--- config.mk ---
export PLATFORM = sky130hd
export DESIGN_NAME = bfx_core
export DESIGN_NICKNAME = d
export VERILOG_FILES = /design/src/bfx_pkg.sv /design/src/bfx_exec_if.sv /design/src/bfx_alu.sv /design/src/bfx_core.sv /design/src/bfx_wreg_file.sv
export VERILOG_INCLUDE_DIRS = /design/src
export SDC_FILE = /design/constraint.sdc
export NUM_CORES = 1
export LEC_CHECK = 0
export BUFFER_PORTS_ARGS = -buffer_cell sky130_fd_sc_hd__buf_4
export CAP_MARGIN = 20
export CORE_MARGIN = 4
export CORE_UTILIZATION = 50
export CTS_CLUSTER_SIZE = 10
export DETAILED_ROUTE_END_ITERATION = 10
export MAX_ROUTING_LAYER = met4
export PLACE_DENSITY = 0.69
export REMOVE_ABC_BUFFERS = 1
export SLEW_MARGIN = 10
export SYNTH_ARGS = -nofsm -noshare
export SYNTH_HDL_FRONTEND = slang
export SYNTH_SLANG_ARGS = --single-unit
--- constraint.sdc ---
create_clock -name clk -period 5.7 [get_ports clk]
set_input_delay 0.57 -clock clk [delete_from_list [all_inputs] [get_ports clk]]
set_output_delay 0.57 -clock clk [all_outputs]
set_load 0.05 [all_outputs]
--- src/bfx_map.svh ---
/*
 * Constants of the bit and flag execution block: status flag positions,
 * command word fields, register port offsets, reset values and cycle counts.
 * Assumes inclusion by bare name from the package and the design files.
 */
`ifndef BFX_MAP_SVH
`define BFX_MAP_SVH

// Status flag bit positions
`define BFX_FLAG_C 3'h0
`define BFX_FLAG_Z 3'h1
`define BFX_FLAG_N 3'h2
`define BFX_FLAG_V 3'h3
`define BFX_FLAG_S 3'h4
`define BFX_FLAG_H 3'h5
`define BFX_FLAG_T 3'h6
`define BFX_FLAG_I 3'h7

// Register port offsets
`define BFX_ADDR_STATUS 4'h0
`define BFX_ADDR_CMD 4'h1
`define BFX_ADDR_BUSY 4'h2
`define BFX_ADDR_WDR_COUNT 4'h3
`define BFX_ADDR_SLEEP_COUNT 4'h4
`define BFX_ADDR_WREG0 4'h8

// Command word fields: [3:0] op, [6:4] bit or flag index, [9:7] register
`define BFX_CMD_OP_LSB 0
`define BFX_CMD_OP_MSB 3
`define BFX_CMD_IDX_LSB 4
`define BFX_CMD_IDX_MSB 6
`define BFX_CMD_REG_LSB 7
`define BFX_CMD_REG_MSB 9

// Reset values
`define BFX_STATUS_RST 8'h00
`define BFX_WREG_RST 8'h00
`define BFX_ZERO8 8'h00

// Cycle counts
`define BFX_CYC_SLEEP 2'h3
`define BFX_CYC_ONE 2'h1

`endif

--- src/bfx_pkg.sv ---
/*
 * Types of the bit and flag execution block.
 * Assumes bfx_map.svh is on the include path.
 */
`include "bfx_map.svh"

package bfx_pkg;

  typedef enum logic [3:0] {
    BFX_OP_NOP,
    BFX_OP_STORE_BIT,
    BFX_OP_LOAD_BIT,
    BFX_OP_FLAG_SET,
    BFX_OP_FLAG_CLEAR,
    BFX_OP_SWAP,
    BFX_OP_SLEEP,
    BFX_OP_WDR
  } bfx_op_t;

  typedef enum {
    BFX_IDLE,
    BFX_SLEEP_WAIT
  } bfx_state_t;

endpackage

--- src/bfx_exec_if.sv ---
/*
 * Interface carrying one decoded instruction from the sequencer to the
 * datapath, and the datapath results back.
 * Assumes a single clock shared by both sides.
 */
`timescale 1ns/10ps
`default_nettype none

interface bfx_exec_if;
  logic go;
  bfx_pkg::bfx_op_t op;
  logic [2:0] idx;
  logic [7:0] operand;
  logic [7:0] status;
  logic [7:0] result;
  logic result_we;
  logic [7:0] status_nxt;

  modport seq
  (
    output go,
    output op,
    output idx,
    output operand,
    output status,
    input result,
    input result_we,
    input status_nxt
  );

  modport alu
  (
    input go,
    input op,
    input idx,
    input operand,
    input status,
    output result,
    output result_we,
    output status_nxt
  );
endinterface

`default_nettype wire

--- src/bfx_alu.sv ---
/*
 * Combinational datapath of the bit and flag instructions.
 * Assumes the sequencer registers every result in the same cycle.
 */
`timescale 1ns/10ps
`default_nettype none
`include "bfx_map.svh"

module bfx_alu
(
  bfx_exec_if.alu ex
);

  // ****************************************
  // Helpers
  // ****************************************
  function automatic logic [7:0] bfx_put_bit(input logic [7:0] v, input logic [2:0] i,
                                             input logic b);
    logic [7:0] r;
    r = v;
    r[i] = b;
    return r;
  endfunction

  // ****************************************
  // Datapath
  // ****************************************
  always_comb
  begin
    ex.result = ex.operand;
    ex.result_we = 1'b0;
    ex.status_nxt = ex.status;
    if (ex.go)
    begin
      unique case (ex.op)
        bfx_pkg::BFX_OP_STORE_BIT:
          ex.status_nxt = bfx_put_bit(ex.status, `BFX_FLAG_T, ex.operand[ex.idx]);
        bfx_pkg::BFX_OP_LOAD_BIT:
        begin
          ex.result = bfx_put_bit(ex.operand, ex.idx, ex.status[`BFX_FLAG_T]);
          ex.result_we = 1'b1;
        end
        bfx_pkg::BFX_OP_FLAG_SET:
          ex.status_nxt = bfx_put_bit(ex.status, ex.idx, 1'b1);
        bfx_pkg::BFX_OP_FLAG_CLEAR:
          ex.status_nxt = bfx_put_bit(ex.status, ex.idx, 1'b0);
        bfx_pkg::BFX_OP_SWAP:
        begin
          ex.result = {ex.operand[3:0], ex.operand[7:4]};
          ex.result_we = 1'b1;
        end
        default:
        begin
          ex.result = ex.operand;
        end
      endcase
    end
  end

endmodule

`default_nettype wire

--- src/bfx_core.sv ---
/*
 * Bit and flag instruction unit: status flags, eight working registers,
 * a command port that issues one instruction per write, and a register
 * port for inspection. Sleep holds the unit busy for two cycles; the
 * watchdog restart is a one-cycle pulse out.
 * Assumes the master keeps to the plain strobe port with read data one
 * cycle later and issues no command while busy is high.
 */
`timescale 1ns/10ps
`default_nettype none
`include "bfx_map.svh"

module bfx_core
(
  input wire logic clk,
  input wire logic rst_n,
  input wire logic [3:0] addr,
  input wire logic [15:0] wdata,
  input wire logic wr,
  input wire logic rd,
  output logic [15:0] rdata,
  output logic busy,
  output logic sleep_req,
  output logic watchdog_restart_op,
  output logic [7:0] status_flags_register
);

  // ****************************************
  // Command decode
  // ****************************************
  bfx_exec_if ex();

  logic cmd_wr;
  logic [3:0] cmd_op_raw;
  logic [2:0] cmd_idx;
  logic [2:0] cmd_reg;
  logic [7:0] wreg_a;
  logic [7:0] wreg_b;

  function automatic logic bfx_is_known_op(input logic [3:0] c);
    return c <= 4'(bfx_pkg::BFX_OP_WDR);
  endfunction

  assign cmd_op_raw = wdata[`BFX_CMD_OP_MSB:`BFX_CMD_OP_LSB];
  assign cmd_idx = wdata[`BFX_CMD_IDX_MSB:`BFX_CMD_IDX_LSB];
  assign cmd_reg = wdata[`BFX_CMD_REG_MSB:`BFX_CMD_REG_LSB];
  assign cmd_wr = wr && (addr == `BFX_ADDR_CMD) && !busy && bfx_is_known_op(cmd_op_raw);

  assign ex.go = cmd_wr;
  assign ex.op = bfx_pkg::bfx_op_t'(cmd_op_raw);
  assign ex.idx = cmd_idx;
  assign ex.operand = wreg_a;
  assign ex.status = status_flags_register;

  bfx_alu u_alu
  (
    .ex(ex)
  );

  // ****************************************
  // Working registers
  // ****************************************
  logic direct_wr;
  logic wf_we;
  logic [2:0] wf_waddr;
  logic [7:0] wf_wdata;

  assign direct_wr = wr && ((addr & `BFX_ADDR_WREG0) == `BFX_ADDR_WREG0);
  always_comb
  begin
    wf_we = 1'b0;
    wf_waddr = cmd_reg;
    wf_wdata = ex.result;
    if (ex.result_we)
    begin
      wf_we = 1'b1;
    end
    else if (direct_wr)
    begin
      wf_we = 1'b1;
      wf_waddr = addr[2:0];
      wf_wdata = wdata[7:0];
    end
  end

  bfx_wreg_file u_wreg
  (
    .clk(clk),
    .rst_n(rst_n),
    .we(wf_we),
    .waddr(wf_waddr),
    .wdata(wf_wdata),
    .raddr_a(cmd_reg),
    .rdata_a(wreg_a),
    .raddr_b(addr[2:0]),
    .rdata_b(wreg_b)
  );

  // ****************************************
  // Status flags
  // ****************************************
  logic [7:0] status_r;
  logic [7:0] status_nxt;

  always_comb
  begin
    status_nxt = status_r;
    if (wr && addr == `BFX_ADDR_STATUS)
    begin
      status_nxt = wdata[7:0];
    end
    else if (cmd_wr)
    begin
      status_nxt = ex.status_nxt;
    end
  end

  always_ff @(posedge clk)
  begin
    status_r <= rst_n ? status_nxt : `BFX_STATUS_RST;
  end

  assign status_flags_register = status_r;

  // ****************************************
  // Sleep sequencer
  // ****************************************
  bfx_pkg::bfx_state_t state_r;
  bfx_pkg::bfx_state_t state_nxt;
  logic [1:0] cyc_r;
  logic [1:0] cyc_nxt;
  logic wdr_r;
  logic wdr_nxt;
  logic sleep_r;
  logic sleep_nxt;
  logic [7:0] wdr_count_r;
  logic [7:0] wdr_count_nxt;
  logic [7:0] sleep_count_r;
  logic [7:0] sleep_count_nxt;

  always_comb
  begin
    state_nxt = state_r;
    cyc_nxt = cyc_r;
    wdr_nxt = 1'b0;
    sleep_nxt = 1'b0;
    wdr_count_nxt = wdr_count_r;
    sleep_count_nxt = sleep_count_r;
    unique case (state_r)
      bfx_pkg::BFX_IDLE:
      begin
        if (cmd_wr && ex.op == bfx_pkg::BFX_OP_SLEEP)
        begin
          state_nxt = bfx_pkg::BFX_SLEEP_WAIT;
          cyc_nxt = `BFX_CYC_SLEEP - `BFX_CYC_ONE;
          sleep_count_nxt = sleep_count_r + 8'h01;
        end
        if (cmd_wr && ex.op == bfx_pkg::BFX_OP_WDR)
        begin
          wdr_nxt = 1'b1;
          wdr_count_nxt = wdr_count_r + 8'h01;
        end
      end
      bfx_pkg::BFX_SLEEP_WAIT:
      begin
        cyc_nxt = cyc_r - `BFX_CYC_ONE;
        if (cyc_r == `BFX_CYC_ONE)
        begin
          state_nxt = bfx_pkg::BFX_IDLE;
          sleep_nxt = 1'b1;
        end
      end
    endcase
  end

  always_ff @(posedge clk)
  begin
    if (!rst_n)
    begin
      state_r <= bfx_pkg::BFX_IDLE;
      cyc_r <= 2'h0;
      wdr_r <= 1'b0;
      sleep_r <= 1'b0;
      wdr_count_r <= `BFX_ZERO8;
      sleep_count_r <= `BFX_ZERO8;
    end
    else
    begin
      state_r <= state_nxt;
      cyc_r <= cyc_nxt;
      wdr_r <= wdr_nxt;
      sleep_r <= sleep_nxt;
      wdr_count_r <= wdr_count_nxt;
      sleep_count_r <= sleep_count_nxt;
    end
  end

  assign busy = (state_r != bfx_pkg::BFX_IDLE);
  assign watchdog_restart_op = wdr_r;
  assign sleep_req = sleep_r;

  // ****************************************
  // Register read port
  // ****************************************
  logic [15:0] rdata_r;
  logic [15:0] rdata_nxt;

  always_comb
  begin
    rdata_nxt = 16'h0000;
    if (rd)
    begin
      if (addr[3])
      begin
        rdata_nxt = {8'h00, wreg_b};
      end
      else
      begin
        unique case (addr)
          `BFX_ADDR_STATUS: rdata_nxt = {8'h00, status_r};
          `BFX_ADDR_BUSY: rdata_nxt = {15'h0000, busy};
          `BFX_ADDR_WDR_COUNT: rdata_nxt = {8'h00, wdr_count_r};
          `BFX_ADDR_SLEEP_COUNT: rdata_nxt = {8'h00, sleep_count_r};
          default: rdata_nxt = 16'h0000;
        endcase
      end
    end
  end

  always_ff @(posedge clk)
  begin
    rdata_r <= rst_n ? rdata_nxt : 16'h0000;
  end

  assign rdata = rdata_r;

endmodule

`default_nettype wire

--- src/bfx_wreg_file.sv ---
/*
 * Eight working registers in flip-flops with one write port and two
 * read ports, one for the datapath and one for the register port.
 * Assumes synchronous active-low reset.
 */
`timescale 1ns/10ps
`default_nettype none
`include "bfx_map.svh"

module bfx_wreg_file
(
  input wire logic clk,
  input wire logic rst_n,
  input wire logic we,
  input wire logic [2:0] waddr,
  input wire logic [7:0] wdata,
  input wire logic [2:0] raddr_a,
  output logic [7:0] rdata_a,
  input wire logic [2:0] raddr_b,
  output logic [7:0] rdata_b
);

  logic [7:0] mem_r [8];
  logic [7:0] mem_nxt [8];

  always_comb
  begin
    for (int k = 0; k < 8; k++)
    begin
      mem_nxt[k] = mem_r[k];
    end
    if (we)
    begin
      mem_nxt[waddr] = wdata;
    end
  end

  always_ff @(posedge clk)
  begin
    for (int k = 0; k < 8; k++)
    begin
      mem_r[k] <= rst_n ? mem_nxt[k] : `BFX_WREG_RST;
    end
  end

  assign rdata_a = mem_r[raddr_a];
  assign rdata_b = mem_r[raddr_b];

endmodule

`default_nettype wire

==> results.toml <==
[power_and_ir_drop]
combPwrFrac = 0.098
finalPower_mw = 1.44
p_leak_nw = 2.16
power_density_nw_per_um2 = 229
internal_power_mw = 1.06
p_clk_frac = 0.405
p_seq_frac = 0.497
irDropWorstVdd_mv = 0.222
switching_power_uw = 380
swShare = 0.265

[drt]
wl_per_cell_um = 20.4
avgViaCountPerCell = 6.32
drtPass1Iterations = 6
initialDrtViolationCount = 326
wirelength_um = 14400
vias = 4468
ant_nets = 0
drc = 0

[flow_run]
drv_cap = 0

[sta]
slew_violations = 0
rsz0062_at_grt = "no"
finalHoldViolations = 0
fin_ws_ps = 2480
setup_violations = 0
max_freq_ghz = 0.310
finalSetupTns_ps = 0
slew_headroom = 0.277
finalClockSkew_ps = 11.1
period_share = 0.565
worstMarginPinSlew_ps = 1070
post-route-min-period_ps = 3220

[die]
core_area_um2 = 11000
start_util = 0.522
rows = 38
die_h_um = 115
die-area_um2 = 13300
io_pins = 51
die_x_um = 115

[place]
port_buffers = 36
place_congestion = 0.883
dp_hpwl_um = 9740
dp_slack_ps = 2150
placed_cell_area_um2 = 6000

[setup_path]
cp_max_fo = 24
critical_path_required_ps = 5970
endpoint_kind = "register"
cp.arrival_ps = 3490
worstSetupStartpointType = "input port"
worstSetupPathType = "input port to register"

[global_route]
grt_max_degree = 103
grt_pass1_wl_um = 23600
grt-ovfl-total = 0
grt_usage = 0.234
grt_antenna_before_repair = 0
grt_pass1_vias = 4403

[clock_tree]
clk_pin_slew_ps = 70
post_cts_buffers = 0
clk_latency_ps = 350
ctsHoldBuffers = 0
cts_tree = "built"
clock-root-buffer = "clkbuf_16"
clock_sinks = 101
cts_buffer_depth = 2
htreeDepth = 3
cts_resized = 0
cts_buffers = 9

[final_layout]
stdcell_area_um2 = 6280
drive_gt1_frac = 0.242
nNetsFinal = 590
area_growth_pct = 9.08
fillerInstances = 992
antenna_cells = 0

[synth]
synth-edff-count = 0
ys.flop_type = "dfxtp_1"
synthDistinctLibCells = 60
syn_area_um2 = 5760
synth-seq-area-share = 0.351
avgSynthCellArea_um2 = 10.2
netlist_instances = 562
ys_ff_latch = 101
ys_async_sr_fraction = 0
ys_warn_count = 0

[min_path]
min_path_type = "register to register"

[run_status]
outcome = "finished clean"
[power groups by stage]
stage                     combinational [mW]  clock, mW  sequential, mW
after detailed placement               0.140          0           0.730
after global routing                   0.150      0.626           0.714
after global placement                 0.138          0           0.729
final                                  0.140      0.582           0.713
after floorplan                       0.0711          0           0.732
after CTS                              0.140      0.598           0.713
[synth_stat cells (8+ instances only)]
cell / instances / area (um2)
o21a_1: 8 / 60.1
dfxtp_1: 101 / 2020
o21ai_0: 8 / 40.0
and2_1: 13 / 81.3
a211oi_1: 9 / 67.6
nor2_1: 20 / 75.1
buf_4: 8 / 60.1
mux2_2: 17 / 191
xnor2_1: 8 / 70.1
nor3_1: 8 / 40.0
nand2_1: 51 / 191
mux2i_1: 43 / 430
clkbuf_1: 31 / 116
o21ai_1: 32 / 160
nand3_1: 38 / 190
mux4_2: 33 / 743
nand2b_1: 11 / 68.8
o221ai_2: 16 / 240
[worst max-delay path, cell delays in order]
cell	delay (ps)
buf_4	220
or4b_1	710
a211oi_4	830
nand2_4	200
o31ai_4	660
mux2i_1	270
[area by class of cell]
type | instances | area, um2 | area share
tap | 140 | 175 | 0.0279
inverter | 4 | 15.0 | 0.00239
clock inverter | 6 | 55.1 | 0.00877
timing repair buffer | 36 | 270 | 0.0430
clock buffer | 9 | 225 | 0.0359
sequential | 101 | 2020 | 0.322
multi-input combinational | 411 | 3520 | 0.560
[registers in the layout, indices dropped and copies added (netlist names)]
signal / cells
cyc_r: 2
sleep_req: 1
state_r: 1
watchdog_restart_op: 1
status_flags_register: 8
sleep_count_r: 8
rdata: 8
u_wreg.mem_r: 64
wdr_count_r: 8
[cells by family after synthesis]
logic type,Yosys count,synth area share
AND/OR/NAND/NOR,184,0.174
AO/OA/AOI/OAI,110,0.163
adder cells (fa/ha/maj),3,0.00652
flip-flops,101,0.351
buffers and inverters,57,0.0478
XOR/XNOR,13,0.0198
other,1,0.000651
multiplexers,93,0.237
[worst paths after layout]
check             depth (start not counted)                from  slack [ps]                  to
setup / recovery                          6             addr[1]        2480  u_wreg.mem_r[1][2]
hold / removal                            2  u_wreg.mem_r[2][1]         470  u_wreg.mem_r[2][1]
setup reg to reg                          5          state_r[0]        2770  u_wreg.mem_r[1][2]
hold reg to reg                           2  u_wreg.mem_r[2][1]         470  u_wreg.mem_r[2][1]
[layout by cell type (no fill, tap or decap), types with 11 or more instances in the layout]
cell type / netlist / layout
o221ai_2: 16 / 16
mux2i_1: 43 / 43
mux4_2: 33 / 33
o21ai_1: 32 / 32
dfxtp_1: 101 / 101
mux2_2: 17 / 17
nand2b_1: 11 / 11
buf_4: 8 / 36
nand2_1: 51 / 51
nor2_1: 20 / 20
and2_1: 13 / 13
nand3_1: 38 / 38
[per-layer routing]
| layer | track usage | part of all wire |
|---|---|---|
| met4 | 0.0540 | 0.012 |
| met5 | - | 0 |
| met3 | 0.0379 | 0.054 |
| met1 | 0.299 | 0.44 |
| met2 | 0.390 | 0.50 |
[through the flow]
step	util	instances	hold slack, ps
after floorplan	-	516	441
after global placement	0.544	692	451
after detailed placement	0.544	692	463
after CTS	0.569	707	474
after global routing	0.569	707	489
final	0.569	707	473
No activity file was read; power rests on OpenSTA's default activity.
